==> src/shared/rmw_pkg.sv <==
/*
  Package of the receive mode command record writer: register map,
  configuration fields, record and descriptor layout, message
  information word layout and the shared RAM request carrier.
  Assumes a shared RAM of 16-bit words with 8K locations.
*/
`default_nettype none
package rmw_pkg;

  // Shared RAM geometry
  localparam int RAM_AW = 13;
  localparam int RAM_DW = 16;

  // Register byte offsets on the AXI4-Lite slave
  localparam logic [7:0] REG_CONFIG = 8'h00;
  localparam logic [7:0] REG_DESC_BASE = 8'h04;
  localparam logic [7:0] REG_LAST_INFO = 8'h08;
  localparam logic [7:0] REG_REC_COUNT = 8'h0c;

  // Configuration register fields
  localparam int CFG_UNUSED_MODE_INVALID_BIT_BIT = 0;
  localparam int CFG_BCAST_SEL_BIT = 1;
  localparam int CFG_GLOBAL_BUSY_BIT = 2;
  localparam int CFG_W = 3;
  localparam logic [CFG_W-1:0] CFG_RESET = 3'h0;
  localparam logic [RAM_AW-1:0] DESC_BASE_RESET = 13'h0000;

  // Descriptor block layout, four words per mode code
  localparam int DESC_SHIFT = 2;
  localparam logic [RAM_AW-1:0] DESC_CTRL_OFS = 13'h0000;
  localparam logic [RAM_AW-1:0] DESC_PTR_OFS = 13'h0001;

  // Record layout relative to the data pointer
  localparam logic [RAM_AW-1:0] REC_INFO_OFS = 13'h0000;
  localparam logic [RAM_AW-1:0] REC_TAG_OFS = 13'h0001;
  localparam logic [RAM_AW-1:0] REC_DATA_OFS = 13'h0002;

  // Mode codes
  localparam int MC_WITH_DATA_BIT = 4;
  localparam logic [4:0] MC_UNDEF_A = 5'h10;
  localparam logic [4:0] MC_UNDEF_B = 5'h12;
  localparam logic [4:0] MC_UNDEF_C = 5'h13;

  // AXI responses
  localparam logic [1:0] RESP_OKAY = 2'h0;
  localparam logic [1:0] RESP_SLVERR = 2'h2;

  // Message information word, bit 15 down to bit 0
  typedef struct packed {
    logic unused_15;
    logic invalid_word_error;
    logic gap_or_broadcast_flag;
    logic word_count_error;
    logic sync_type_error;
    logic message_error_flag;
    logic answered_busy_flag;
    logic illegal_command_flag;
    logic [1:0] unused_7_6;
    logic bus_identity_bit;
    logic [4:0] mode_code_field;
  } rmw_info_word_t;

  // Shared RAM request
  typedef struct packed {
    logic we;
    logic [RAM_AW-1:0] addr;
    logic [RAM_DW-1:0] wdata;
  } rmw_ram_req_t;

endpackage
`default_nettype wire
==> src/hdl/rmw_record_writer.sv <==
/*
  Receive mode command record writer of a remote terminal: fetches the
  descriptor of each receive mode command, answers the command, gathers
  error and status bits, and after message completion writes the
  information word, time tag and, for codes 16-31, mode data word into shared RAM.
  Assumes the protocol decoder, illegalization lookup and time-tag
  counter run on clock_i; the RAM port acknowledges each request.
*/
// Function
// - Codes 0-15 store information and time tag only
// - Information word at pointer, time tag next
// - Codes 16-31 store data word at pointer+2
// - Received mode data acted on and saved
// - Record address from the command's descriptor pointer
// - Record words written only after message completion
// - Undefined codes 16,18,19 answered in form while unused_mode_invalid_bit is clear
// - Undefined codes 0-15 answered in form while unused_mode_invalid_bit is clear
// - Bit 14 on coding or parity error
// - Gap mode: bit 13 on gap or activity
// - Broadcast mode: bit 13 on broadcast message
// - Bit 12 on missing or extra word
// - Bit 11 on command sync in data
// - Bit 10 when any error bit set
// - Bit 9 when answered busy
// - Bit 8 when illegalization entry is one
// - Bit 5 gives bus A or B
// - Bits 4-0 copy the mode code
`timescale 1ns/100ps
`default_nettype none

module rmw_record_writer #(
  parameter int AXI_AW = 8,
  parameter int PER_COMMAND_MAKE_BUSY_BIT_BIT = 0
) (
  // Clock and reset
  input wire logic clock_i,
  input wire logic nrst_i,
  // AXI4-Lite slave
  input wire logic [AXI_AW-1:0] s_axi_awaddr_i,
  input wire logic s_axi_awvalid_i,
  output logic s_axi_awready_o,
  input wire logic [31:0] s_axi_wdata_i,
  input wire logic [3:0] s_axi_wstrb_i,
  input wire logic s_axi_wvalid_i,
  output logic s_axi_wready_o,
  output logic [1:0] s_axi_bresp_o,
  output logic s_axi_bvalid_o,
  input wire logic s_axi_bready_i,
  input wire logic [AXI_AW-1:0] s_axi_araddr_i,
  input wire logic s_axi_arvalid_i,
  output logic s_axi_arready_o,
  output logic [31:0] s_axi_rdata_o,
  output logic [1:0] s_axi_rresp_o,
  output logic s_axi_rvalid_o,
  input wire logic s_axi_rready_i,
  // Protocol events from the decoder
  input wire logic cmd_valid_i,
  input wire logic [4:0] cmd_mode_code_i,
  input wire logic cmd_bus_b_i,
  input wire logic cmd_broadcast_i,
  input wire logic illegal_entry_i,
  input wire logic data_valid_i,
  input wire logic [15:0] data_word_i,
  input wire logic data_code_err_i,
  input wire logic data_sync_err_i,
  input wire logic extra_word_i,
  input wire logic gap_before_data_i,
  input wire logic activity_after_i,
  input wire logic msg_done_i,
  input wire logic [15:0] time_tag_i,
  // Shared RAM port
  output rmw_pkg::rmw_ram_req_t ram_req_o,
  output logic ram_valid_o,
  input wire logic ram_ack_i,
  input wire logic [15:0] ram_rdata_i,
  // Status word answer and mode data action
  output logic resp_valid_o,
  output logic resp_in_form_o,
  output logic resp_busy_o,
  output logic mode_data_valid_o,
  output logic [15:0] mode_data_o
);

  initial begin
    // Register decode reads address bits 7:0
    if (AXI_AW < 8 || PER_COMMAND_MAKE_BUSY_BIT_BIT < 0 || PER_COMMAND_MAKE_BUSY_BIT_BIT > 15) begin
      $error("rmw_record_writer: unsupported parameter value");
    end
  end

  typedef enum logic [2:0] {
    ST_IDLE,
    ST_RD_CTRL,
    ST_RD_PTR,
    ST_WAIT_DONE,
    ST_WR_INFO,
    ST_WR_TAG,
    ST_WR_DATA
  } rmw_state_t;

  localparam int RAW = rmw_pkg::RAM_AW;

  function automatic logic is_undefined(input logic [4:0] mc);
    is_undefined = !mc[rmw_pkg::MC_WITH_DATA_BIT] ||
      mc == rmw_pkg::MC_UNDEF_A || mc == rmw_pkg::MC_UNDEF_B ||
      mc == rmw_pkg::MC_UNDEF_C;
  endfunction

  function automatic logic [RAW-1:0] desc_addr(input logic [RAW-1:0] base,
      input logic [4:0] mc, input logic [RAW-1:0] ofs);
    desc_addr = base + (RAW'(mc) << rmw_pkg::DESC_SHIFT) + ofs;
  endfunction

  function automatic logic [31:0] merge(input logic [31:0] old,
      input logic [31:0] nw, input logic [3:0] strb);
    merge = old;
    for (int i = 0; i < 4; i++) begin
      if (strb[i]) begin
        merge[i*8 +: 8] = nw[i*8 +: 8];
      end
    end
  endfunction

  localparam int CFG_W_L = rmw_pkg::CFG_W;
  rmw_state_t st_ff;
  logic [CFG_W_L-1:0] cfg_ff;
  logic [RAW-1:0] desc_base_ff;
  logic [15:0] last_info_ff;
  logic [15:0] rec_count_ff;
  logic [4:0] mc_ff;
  logic bus_b_ff, bcast_ff, illegal_ff, per_command_make_busy_bit_ff;
  logic data_seen_ff, code_err_ff, sync_err_ff, extra_ff;
  logic gap_ff, act_after_ff, done_seen_ff;
  logic [15:0] data_ff, tag_ff;
  logic [RAW-1:0] dptr_ff;
  logic aw_held_ff, w_held_ff;
  logic [AXI_AW-1:0] awaddr_ff;
  logic [31:0] wdata_ff;
  logic [3:0] wstrb_ff;

  // Derived command properties
  logic with_data, unused_mode_invalid_bit, bcast_sel, busy_now, in_form, wr_fire;
  rmw_pkg::rmw_info_word_t info;
  assign with_data = mc_ff[rmw_pkg::MC_WITH_DATA_BIT];
  assign unused_mode_invalid_bit = cfg_ff[rmw_pkg::CFG_UNUSED_MODE_INVALID_BIT_BIT];
  assign bcast_sel = cfg_ff[rmw_pkg::CFG_BCAST_SEL_BIT];
  assign busy_now = cfg_ff[rmw_pkg::CFG_GLOBAL_BUSY_BIT] ||
    ram_rdata_i[PER_COMMAND_MAKE_BUSY_BIT_BIT];
  assign in_form = !illegal_ff && !(is_undefined(mc_ff) && unused_mode_invalid_bit);
  assign wr_fire = aw_held_ff && w_held_ff && !s_axi_bvalid_o;

  // Information word assembly
  always_comb begin
    info = '0;
    info.invalid_word_error = code_err_ff;
    info.gap_or_broadcast_flag = bcast_sel ? bcast_ff :
      (gap_ff || act_after_ff);
    info.word_count_error = extra_ff ||
      (with_data != data_seen_ff);
    info.sync_type_error = sync_err_ff;
    info.message_error_flag = info.invalid_word_error ||
      info.word_count_error || info.sync_type_error ||
      (!bcast_sel && info.gap_or_broadcast_flag);
    info.answered_busy_flag = per_command_make_busy_bit_ff;
    info.illegal_command_flag = illegal_ff;
    info.bus_identity_bit = bus_b_ff;
    info.mode_code_field = mc_ff;
  end

  // Command capture and message flags; illegal entries are trusted as
  // loaded by the host
  always_ff @(posedge clock_i or negedge nrst_i) begin
    if (!nrst_i) begin
      mc_ff <= 5'h00;
      bus_b_ff <= 1'b0;
      bcast_ff <= 1'b0;
      illegal_ff <= 1'b0;
      data_seen_ff <= 1'b0;
      code_err_ff <= 1'b0;
      sync_err_ff <= 1'b0;
      extra_ff <= 1'b0;
      gap_ff <= 1'b0;
      act_after_ff <= 1'b0;
      done_seen_ff <= 1'b0;
      data_ff <= 16'h0000;
      tag_ff <= 16'h0000;
    end else if (st_ff == ST_IDLE) begin
      if (cmd_valid_i) begin
        mc_ff <= cmd_mode_code_i;
        bus_b_ff <= cmd_bus_b_i;
        bcast_ff <= cmd_broadcast_i;
        illegal_ff <= illegal_entry_i;
        data_seen_ff <= 1'b0;
        code_err_ff <= 1'b0;
        sync_err_ff <= 1'b0;
        extra_ff <= 1'b0;
        gap_ff <= 1'b0;
        act_after_ff <= 1'b0;
        done_seen_ff <= 1'b0;
      end
    end else if (!done_seen_ff) begin
      if (data_valid_i) begin
        extra_ff <= extra_ff || data_seen_ff;
        data_seen_ff <= 1'b1;
        data_ff <= data_word_i;
        code_err_ff <= code_err_ff || data_code_err_i;
        sync_err_ff <= sync_err_ff || data_sync_err_i;
      end
      extra_ff <= extra_ff || extra_word_i ||
        (data_valid_i && data_seen_ff);
      gap_ff <= gap_ff || gap_before_data_i;
      act_after_ff <= act_after_ff || activity_after_i;
      if (msg_done_i) begin
        done_seen_ff <= 1'b1;
        tag_ff <= time_tag_i;
      end
    end
  end

  // Record sequencer and shared RAM port
  always_ff @(posedge clock_i or negedge nrst_i) begin
    if (!nrst_i) begin
      st_ff <= ST_IDLE;
      ram_valid_o <= 1'b0;
      ram_req_o <= '0;
      dptr_ff <= '0;
      per_command_make_busy_bit_ff <= 1'b0;
      resp_valid_o <= 1'b0;
      resp_in_form_o <= 1'b0;
      resp_busy_o <= 1'b0;
      mode_data_valid_o <= 1'b0;
      mode_data_o <= 16'h0000;
    end else begin
      resp_valid_o <= 1'b0;
      mode_data_valid_o <= 1'b0;
      case (st_ff)
        ST_IDLE: begin
          if (cmd_valid_i) begin
            st_ff <= ST_RD_CTRL;
          end
        end
        ST_RD_CTRL: begin
          if (!ram_valid_o) begin
            ram_valid_o <= 1'b1;
            ram_req_o <= {1'b0, desc_addr(desc_base_ff, mc_ff,
              rmw_pkg::DESC_CTRL_OFS), 16'h0000};
          end else if (ram_ack_i) begin
            ram_valid_o <= 1'b0;
            per_command_make_busy_bit_ff <= in_form && busy_now;
            resp_valid_o <= 1'b1;
            resp_in_form_o <= in_form;
            resp_busy_o <= in_form && busy_now;
            st_ff <= ST_RD_PTR;
          end
        end
        ST_RD_PTR: begin
          if (!ram_valid_o) begin
            ram_valid_o <= 1'b1;
            ram_req_o <= {1'b0, desc_addr(desc_base_ff, mc_ff,
              rmw_pkg::DESC_PTR_OFS), 16'h0000};
          end else if (ram_ack_i) begin
            ram_valid_o <= 1'b0;
            dptr_ff <= ram_rdata_i[RAW-1:0];
            st_ff <= ST_WAIT_DONE;
          end
        end
        ST_WAIT_DONE: begin
          // Nothing reaches the record before the message ends
          if (done_seen_ff) begin
            st_ff <= ST_WR_INFO;
            if (with_data && data_seen_ff && !info.message_error_flag &&
                in_form && !per_command_make_busy_bit_ff) begin
              mode_data_valid_o <= 1'b1;
              mode_data_o <= data_ff;
            end
          end
        end
        ST_WR_INFO: begin
          if (!ram_valid_o) begin
            ram_valid_o <= 1'b1;
            ram_req_o <= {1'b1, dptr_ff + rmw_pkg::REC_INFO_OFS,
              info};
          end else if (ram_ack_i) begin
            ram_valid_o <= 1'b0;
            st_ff <= ST_WR_TAG;
          end
        end
        ST_WR_TAG: begin
          if (!ram_valid_o) begin
            ram_valid_o <= 1'b1;
            ram_req_o <= {1'b1, dptr_ff + rmw_pkg::REC_TAG_OFS,
              tag_ff};
          end else if (ram_ack_i) begin
            ram_valid_o <= 1'b0;
            st_ff <= with_data ? ST_WR_DATA : ST_IDLE;
          end
        end
        ST_WR_DATA: begin
          if (!ram_valid_o) begin
            ram_valid_o <= 1'b1;
            // A missing word still leaves the slot written, as zero
            ram_req_o <= {1'b1, dptr_ff + rmw_pkg::REC_DATA_OFS,
              data_seen_ff ? data_ff : 16'h0000};
          end else if (ram_ack_i) begin
            ram_valid_o <= 1'b0;
            st_ff <= ST_IDLE;
          end
        end
        default: begin
          st_ff <= ST_IDLE;
          ram_valid_o <= 1'b0;
        end
      endcase
    end
  end

  // Software visible status
  always_ff @(posedge clock_i or negedge nrst_i) begin
    if (!nrst_i) begin
      last_info_ff <= 16'h0000;
      rec_count_ff <= 16'h0000;
    end else if (st_ff == ST_WR_INFO && ram_valid_o && ram_ack_i) begin
      last_info_ff <= info;
      rec_count_ff <= rec_count_ff + 16'h0001;
    end
  end

  // Configuration registers
  always_ff @(posedge clock_i or negedge nrst_i) begin
    if (!nrst_i) begin
      cfg_ff <= rmw_pkg::CFG_RESET;
      desc_base_ff <= rmw_pkg::DESC_BASE_RESET;
    end else if (wr_fire) begin
      if (awaddr_ff[7:0] == rmw_pkg::REG_CONFIG) begin
        cfg_ff <= CFG_W_L'(merge(32'(cfg_ff), wdata_ff, wstrb_ff));
      end
      if (awaddr_ff[7:0] == rmw_pkg::REG_DESC_BASE) begin
        desc_base_ff <= RAW'(merge(32'(desc_base_ff), wdata_ff, wstrb_ff));
      end
    end
  end

  function automatic logic mapped(input logic [AXI_AW-1:0] a);
    mapped = a[7:0] == rmw_pkg::REG_CONFIG ||
      a[7:0] == rmw_pkg::REG_DESC_BASE ||
      a[7:0] == rmw_pkg::REG_LAST_INFO ||
      a[7:0] == rmw_pkg::REG_REC_COUNT;
  endfunction

  // AXI4-Lite write channels, address and data taken in either order
  always_ff @(posedge clock_i or negedge nrst_i) begin
    if (!nrst_i) begin
      aw_held_ff <= 1'b0;
      w_held_ff <= 1'b0;
      awaddr_ff <= '0;
      wdata_ff <= 32'h0000_0000;
      wstrb_ff <= 4'h0;
      s_axi_awready_o <= 1'b1;
      s_axi_wready_o <= 1'b1;
      s_axi_bvalid_o <= 1'b0;
      s_axi_bresp_o <= rmw_pkg::RESP_OKAY;
    end else begin
      if (s_axi_awvalid_i && s_axi_awready_o) begin
        aw_held_ff <= 1'b1;
        awaddr_ff <= s_axi_awaddr_i;
        s_axi_awready_o <= 1'b0;
      end
      if (s_axi_wvalid_i && s_axi_wready_o) begin
        w_held_ff <= 1'b1;
        wdata_ff <= s_axi_wdata_i;
        wstrb_ff <= s_axi_wstrb_i;
        s_axi_wready_o <= 1'b0;
      end
      if (wr_fire) begin
        aw_held_ff <= 1'b0;
        w_held_ff <= 1'b0;
        s_axi_bvalid_o <= 1'b1;
        // Status words are read only; writing them is refused
        s_axi_bresp_o <= (awaddr_ff[7:0] == rmw_pkg::REG_CONFIG ||
          awaddr_ff[7:0] == rmw_pkg::REG_DESC_BASE) ?
          rmw_pkg::RESP_OKAY : rmw_pkg::RESP_SLVERR;
      end
      if (s_axi_bvalid_o && s_axi_bready_i) begin
        s_axi_bvalid_o <= 1'b0;
        s_axi_awready_o <= 1'b1;
        s_axi_wready_o <= 1'b1;
      end
    end
  end

  // AXI4-Lite read channels
  always_ff @(posedge clock_i or negedge nrst_i) begin
    if (!nrst_i) begin
      s_axi_arready_o <= 1'b1;
      s_axi_rvalid_o <= 1'b0;
      s_axi_rdata_o <= 32'h0000_0000;
      s_axi_rresp_o <= rmw_pkg::RESP_OKAY;
    end else if (s_axi_arvalid_i && s_axi_arready_o) begin
      s_axi_arready_o <= 1'b0;
      s_axi_rvalid_o <= 1'b1;
      s_axi_rresp_o <= mapped(s_axi_araddr_i) ? rmw_pkg::RESP_OKAY :
        rmw_pkg::RESP_SLVERR;
      case (s_axi_araddr_i[7:0])
        rmw_pkg::REG_CONFIG: s_axi_rdata_o <= 32'(cfg_ff);
        rmw_pkg::REG_DESC_BASE: s_axi_rdata_o <= 32'(desc_base_ff);
        rmw_pkg::REG_LAST_INFO: s_axi_rdata_o <= 32'(last_info_ff);
        rmw_pkg::REG_REC_COUNT: s_axi_rdata_o <= 32'(rec_count_ff);
        default: s_axi_rdata_o <= 32'h0000_0000;
      endcase
    end else if (s_axi_rvalid_o && s_axi_rready_i) begin
      s_axi_rvalid_o <= 1'b0;
      s_axi_arready_o <= 1'b1;
    end
  end

  rmw_pkg::rmw_info_word_t wr_info;
  assign wr_info = ram_req_o.wdata;

  AST_INFO_AT_POINTER: assert property (@(posedge clock_i) disable iff (!nrst_i)
    ram_valid_o && st_ff == ST_WR_INFO |-> ram_req_o.we &&
      ram_req_o.addr == dptr_ff)
    else $error("Information word not at data pointer");
  AST_TAG_NEXT: assert property (@(posedge clock_i) disable iff (!nrst_i)
    ram_valid_o && st_ff == ST_WR_TAG |-> ram_req_o.addr ==
      dptr_ff + rmw_pkg::REC_TAG_OFS && ram_req_o.wdata == tag_ff)
    else $error("Time tag not at pointer plus one");
  AST_DATA_PLUS_TWO: assert property (@(posedge clock_i) disable iff (!nrst_i)
    ram_valid_o && st_ff == ST_WR_DATA |-> with_data &&
      ram_req_o.addr == dptr_ff + rmw_pkg::REC_DATA_OFS)
    else $error("Mode data word misplaced");
  AST_NO_DATA_SHORT: assert property (@(posedge clock_i) disable iff (!nrst_i)
    st_ff == ST_WR_TAG && ram_valid_o && ram_ack_i && !with_data
      |=> st_ff == ST_IDLE ##1 st_ff != ST_WR_DATA)
    else $error("Record without data grew a data word");
  AST_WRITE_AFTER_DONE: assert property (@(posedge clock_i) disable iff (!nrst_i)
    ram_valid_o && ram_req_o.we |-> done_seen_ff)
    else $error("Record written before message completion");
  AST_PTR_FROM_DESC: assert property (@(posedge clock_i) disable iff (!nrst_i)
    st_ff == ST_RD_PTR && ram_valid_o && ram_ack_i |=>
      dptr_ff == $past(ram_rdata_i[RAW-1:0]) && st_ff == ST_WAIT_DONE)
    else $error("Data pointer not taken from descriptor");
  AST_MODE_FIELD: assert property (@(posedge clock_i) disable iff (!nrst_i)
    ram_valid_o && st_ff == ST_WR_INFO |-> wr_info.mode_code_field == mc_ff
      && wr_info.bus_identity_bit == bus_b_ff)
    else $error("Mode code or bus identity wrong");
  AST_UNUSED_ZERO: assert property (@(posedge clock_i) disable iff (!nrst_i)
    ram_valid_o && st_ff == ST_WR_INFO |-> !wr_info.unused_15 &&
      wr_info.unused_7_6 == 2'h0)
    else $error("Unused information bits not zero");
  AST_MESSAGE_ERROR_FLAG_SUM: assert property (@(posedge clock_i) disable iff (!nrst_i)
    ram_valid_o && st_ff == ST_WR_INFO && (wr_info.invalid_word_error ||
      wr_info.sync_type_error || wr_info.word_count_error)
      |-> wr_info.message_error_flag)
    else $error("Message error flag missing");
  AST_IN_FORM: assert property (@(posedge clock_i) disable iff (!nrst_i)
    resp_valid_o && !illegal_ff && !unused_mode_invalid_bit |-> resp_in_form_o)
    else $error("Undefined code not answered in form");
  AST_ILLEGAL_BIT: assert property (@(posedge clock_i) disable iff (!nrst_i)
    ram_valid_o && st_ff == ST_WR_INFO |-> wr_info.illegal_command_flag ==
      illegal_ff && !(illegal_ff && resp_in_form_o))
    else $error("Illegal entry not honoured");

endmodule

`default_nettype wire

==> config.mk <==
export PLATFORM = sky130hd
export DESIGN_NAME = rmw_record_writer
export DESIGN_NICKNAME = d
export VERILOG_FILES = /design/src/shared/rmw_pkg.sv /design/src/hdl/rmw_record_writer.sv
export SDC_FILE = /design/constraint.sdc
export NUM_CORES = 1
export LEC_CHECK = 0
export ABC_AREA = 1
export ABC_CLOCK_PERIOD_IN_PS = 3100
export BUFFER_PORTS_ARGS = -buffer_cell sky130_fd_sc_hd__buf_2
export CORE_ASPECT_RATIO = 0.9
export CORE_MARGIN = 2
export CORE_UTILIZATION = 40
export CTS_CLUSTER_SIZE = 24
export DETAILED_ROUTE_END_ITERATION = 8
export SETUP_SLACK_MARGIN = 0.05
export SYNTH_ARGS = -nofsm -noshare
export SYNTH_HDL_FRONTEND = slang
export SYNTH_SLANG_ARGS = --single-unit
==> constraint.sdc <==
create_clock -name clock_i -period 3.1 [get_ports clock_i]
set_input_delay 0.62 -clock clock_i [delete_from_list [all_inputs] [get_ports clock_i]]
set_output_delay 0.62 -clock clock_i [all_outputs]
set_load 0.1 [all_outputs]
## Yosys cells after proc, flatten, opt, wreduce, memory -nomap -nowiden

Cells that the tools add are included.

- Flip-flop bits (word level): 225
- Bits of input ports: 124
- Logic and storage cells: 218

- Add/sub/neg operators: 5
- Equality and inequality tests: 32
- Multiplexer cells: 67
- Bitwise operators: 2
- Reductions and logical operators: 70

Operators by type and width:

| operator | number |
|---|---|
| 2-to-1 mux 30 bit | 5 |
| case mux 30 bit (5 select lines) | 1 |
| case mux 16 bit (4 select lines) | 1 |
| 2-to-1 mux 1 bit | 42 |
| 2-to-1 mux 3 bit | 13 |
| != test 2 bit, second input constant | 17 |
| AND reduction 3 bit | 9 |
| adder 13 x 1 -> 13 bit, second input constant | 2 |
| case mux 3 bit (7 select lines) | 1 |
| logical OR 1 bit | 19 |
| logical AND 1 bit | 18 |
| adder 16 x 1 -> 16 bit, second input constant | 1 |
| == test 8 x 3 -> 1 bit, second input constant | 2 |
| == test 8 x 4 -> 1 bit, second input constant | 2 |
| zero test 8 bit | 2 |
| 2-to-1 mux 16 bit | 1 |
| == test 5 bit, second input constant | 3 |
| nonzero test 2 bit | 7 |
| adder 13 x 2 -> 13 bit, second input constant | 1 |
| adder 13 x 7 -> 13 bit | 1 |
| AND reduction 12 bit | 1 |
| == test 3 bit, second input constant | 3 |
| zero test 1 bit | 7 |
| == test 3 x 2 -> 1 bit, second input constant | 2 |
| other kinds (12) | 15 |

## Depth between registers and ports, before layout

- Depth in word-level cells: 12
- Gate-level depth with buffers: 17
- Gate-level depth less buffers: 17

## Worst setup path after synthesis

No wires, ideal clock.

- Path kind: flip-flop to flip-flop
- Start point: register ram_valid_o
- End point: register rec_count_ff[13]
- Library setup time: 0.079 ns
- Arrival time: 2.242 ns
- Required time: 3.021 ns
- Slack: 0.779 ns
- Cell stages (with the launch flop): 10
- Clock period less this slack: 2.321 ns
- Cells stage by stage: dfrtp_1 -> nand2_1 -> inv_1 -> nand2_4 -> nor2_4 -> nand4_2 -> nor4_4 -> nand3_2 -> nor2_1 -> xor2_1

- Cells in the longest elaborated chain, start to end: 2

RTL lines:

| item | line | text |
|---|---|---|
| start, declared | rmw_record_writer.sv:73 | `output logic ram_valid_o,` |
| start signal, assigned | rmw_record_writer.sv:224 | `ram_valid_o <= 1'b0;` |
| start signal, assigned | rmw_record_writer.sv:244 | `ram_valid_o <= 1'b1;` |
| start signal, assigned | rmw_record_writer.sv:248 | `ram_valid_o <= 1'b0;` |
| logical AND 1 bit (2 in a row) | rmw_record_writer.sv:322 | `end else if (st_ff == ST_WR_INFO && ram_valid_o && ram_ack_i) begin` |
| end signal, assigned | rmw_record_writer.sv:324 | `rec_count_ff <= rec_count_ff + 16'h0001;` |
| end, declared | rmw_record_writer.sv:129 | `logic [15:0] rec_count_ff;` |

Every way passes these cells.
A chain may end at the register's enable or synchronous reset.

## Worst setup path after layout

- Start point: register desc_base_ff[2]
- End point: register ram_req_o[28] (netlist bit)

- Cells in the longest elaborated chain, start to end: 4
- Elaborated cells on any way between the ends: 5

RTL lines:

| item | line | text |
|---|---|---|
| start, declared | rmw_record_writer.sv:127 | `logic [RAW-1:0] desc_base_ff;` |
| start signal, assigned | rmw_record_writer.sv:332 | `desc_base_ff <= rmw_pkg::DESC_BASE_RESET;` |
| start signal, assigned | rmw_record_writer.sv:338 | `desc_base_ff <= RAW'(merge(32'(desc_base_ff), wdata_ff, wstrb_ff));` |
| adder 13 x 7 -> 13 bit * | rmw_record_writer.sv:111 | `desc_addr = base + (RAW'(mc) << rmw_pkg::DESC_SHIFT) + ofs;` |
| adder 13 x 1 -> 13 bit | rmw_record_writer.sv:111 |  |
| 2-to-1 mux 30 bit | rmw_record_writer.sv:257 | `if (!ram_valid_o) begin` |
| case mux 30 bit (5 select lines) * | rmw_record_writer.sv:236 | `case (st_ff)` |
| end signal, assigned | rmw_record_writer.sv:245 | `ram_req_o <= {1'b0, desc_addr(desc_base_ff, mc_ff,` |
| end signal, assigned | rmw_record_writer.sv:259 | `ram_req_o <= {1'b0, desc_addr(desc_base_ff, mc_ff,` |
| end signal, assigned | rmw_record_writer.sv:281 | `ram_req_o <= {1'b1, dptr_ff + rmw_pkg::REC_INFO_OFS,` |
| end, declared | rmw_record_writer.sv:72 | `output rmw_pkg::rmw_ram_req_t ram_req_o,` |

Every way passes the cells marked *; elsewhere a longest branch is shown, timed or not. The select of a mux whose other input is x is not followed.

==> reports/metrics.yaml <==
seq_area_frac_synth_pct: 51.8
antenna_found_initial: 2
clockBufferDepth: 3
cts_root_buffer: "clkbuf_16"
fillers: 2390
combPwrFrac_pct: 41.6
switching_power_mw: 5.79
grt_pass1_wl_mm: 44.3
maxCapViolations: 0
firstDrtPassIters: 5
final_antenna_net_count: 0
tns_ps: 0
drtIter0Drc: 629
path_class: "register to register"
slew_headroom_pct: 39.6
vias: 8511
syn_area_per_cell_um2: 8.31
min-delay-path-class: "input pin to asynchronous set/reset pin"
skew_ps: 16.9
required_ps: 3520
drcViolationCount: 0
holdWs_ps: 150
grt_setup_unrepaired: "false"
worstPathMaxFanout: 8
finalCritPeriodShare_pct: 81.3
grt_usage_pct: 21.1
power.internal_mw: 6.70
p_sw_share_pct: 46.3
clkTransAtPathRegs_ps: 60
ys_top_cells_by_area: "dfrtp_1 51%, nand2_1 13%, inv_1 4.9%"
synth_common_cells: "357 x nand2_1, 204 x dfrtp_1, 131 x inv_1"
vdd_ir_drop_max_mv: 0.626
worst_pin_slew_ps: 904
stdcell_count: 1747
portBuffers: 173
postCtsSetupRepairBufs: 0
synth_top_area_cell: "dfrtp_1"
cts_sinks: 207
seqCellArea_um2: 5180
synth_edf_count: 0
async_flop_share_pct: 100
die_w_um: 171
fmax_mhz: 397
cp-start-kind: "register"
period_minus_slack_ps: 2520
die_area_um2: 26300
drt_wl_total_mm: 27.1
core_um2: 24400
area_growth_pct: 21.1
floorplan.rows: 54
setup_viol: 0
drive_gt1_share_pct: 20.2
ys_ff_latch: 207
clk_latency_ps: 540
p_clk_share_pct: 24.4
grt_overflow_total: 0
p_leak_nw: 6.32
netlist_area_um2: 10000
outcome: "complete, no violations"
grt_pass1_vias: 8438
fin_nets: 1524
routed_via_density: 4.87
boundaryPins: 216
dpl.cell_count: 1700
numCtsBuffers: 24
grt_max_degree: 87
multi_input_area_um2: 4080
synth_top_area_share_pct: 51.0
htree_num_levels: 1
total_power_mw: 12.5
yosysWarnings: 0
cts_resized: 0
yosysMostFrequentCell: "nand2_1"
seqPwrFrac_pct: 34.0
hold_viol_final: 0
start_util_pct: 41.1
worst_setup_path_end_kind: "register"
drv_slew: 0
routabilityCongestion: 0.904
cts_tree: "done"
synth-main-ff-cell: "dfrtp_1"
p_per_area_nw_per_um2: 1030
fp.dieH_um: 154
hold_buffers: 0
hpwlAfterDp_mm: 20.1
wl_per_cell_um: 15.5
ys_types: 50
syn_inst: 1205
arrival_ps: 2940
## state kept, by name (all words and copies together) (netlist names), 13 cells and up
signal and cells:
tag_ff 16, wdata_ff 13, dptr_ff 13, last_info_ff 13
desc_base_ff 13, data_ff 16, ram_req_o 14, mode_data_o 16
rec_count_ff 16, s_axi_rdata_o 16, wr_info 16
## routing by layer
| metal | vias to the layer above | track usage (%) | part of all wire, % |
|---|---|---|---|
| li1 | 4269 | - | - |
| met1 | 3927 | 30.6 | 47 |
| met2 | 260 | 31.2 | 43 |
| met3 | 53 | 5.51 | 7.3 |
| met4 | 2 | 5.66 | 2.7 |
| met5 | - | 0 | 0.041 |
## stage by stage
step,cell area (um2),worst slack (ps),util (%)
after floorplan,10100,779,-
after global routing,12100,236,49.7
after global placement,11300,627,46.1
final,12100,581,49.7
after detailed placement,11300,609,46.1
after CTS,12100,589,49.7
## placed cells by master (no fill, tap or decap), types with 8 or more instances in the layout
cell,n
conb_1,18
mux2_2,9
clkbuf_8,8
o21ai_1,24
nor2_1,81
xor2_1,16
o22ai_1,15
clkbuf_16,24
nand2_1,357
o21ai_0,98
nand3_1,52
buf_4,17
ha_1,9
nand4_1,10
a221oi_1,10
a21oi_1,49
buf_2,172
inv_1,131
dfrtp_1,204
o211ai_1,8
## power by group through the flow
stage | sequential [mW] | combinational [mW] | clock (mW)
2_1_floorplan | 5.71 | 2.50 | 0
3_3_place_gp | 4.26 | 5.15 | 0
3_5_place_dp | 4.27 | 5.20 | 0
4_1_cts | 4.24 | 5.23 | 3.12
5_1_grt | 4.36 | 5.74 | 3.22
6_report | 4.24 | 5.20 | 3.05
## path summary, 6_finish.rpt
kind	slack, ps	end	cells past startpoint	from
min reg2reg	470	rec_count_ff[15]$_DFFE_PN0P_	1	rec_count_ff[15]$_DFFE_PN0P_
min	150	s_axi_rdata_o[6]$_DFFE_PN0P_	1	nrst_i
max reg2reg	580	ram_req_o[28]$_DFFE_PN0P_	16	desc_base_ff[2]$_DFFE_PN0P_
max in group asynchronous	2150	ram_req_o[19]$_DFFE_PN0P_	2	nrst_i
min in group clock_i	240	s_axi_awready_o$_DFFE_PN1P_	2	s_axi_awvalid_i
max	580	ram_req_o[28]$_DFFE_PN0P_	16	desc_base_ff[2]$_DFFE_PN0P_
## worst max-delay path: stages, from the launching register on
cell     delay [ps]
dfrtp_1         420
ha_1            270
fa_1            400
nand2_1         100
nand3_1         140
nand3_1         130
nand2_1          70
nand2_1          80
nand3_1          80
nand2_2         150
nand2_1          70
nor2_1          130
nand4_1         100
nand3_1         110
nand2_1          60
nand2_1          60
nand2_1          40
## cells by family (layout without fill, tap and decap cells)
logic type                 Yosys count  after routing  share of synthesized area, %
xor gates and xnor gates            18             18                          1.57
muxes                                9              9                          1.01
and+or+nand+nor                    538            538                          22.9
other                                1             21                        0.0374
DFF                                207            207                          51.8
adders and majority gates           10             10                          1.32
buffers and inverters              192            378                          8.18
AOI/OAI and AO/OA                  230            230                          13.3
## layout make-up
type / count / share of cell area, %
antenna: 3 / 0.0619
clock inverter: 11 / 1.35
tap: 336 / 3.47
clock buffer: 33 / 5.81
timing repair buffer: 192 / 8.59
inverter: 142 / 4.40
sequential: 207 / 42.7
multi-input combinational: 823 / 33.6
Note: power is estimated with default switching activity, not from simulation.
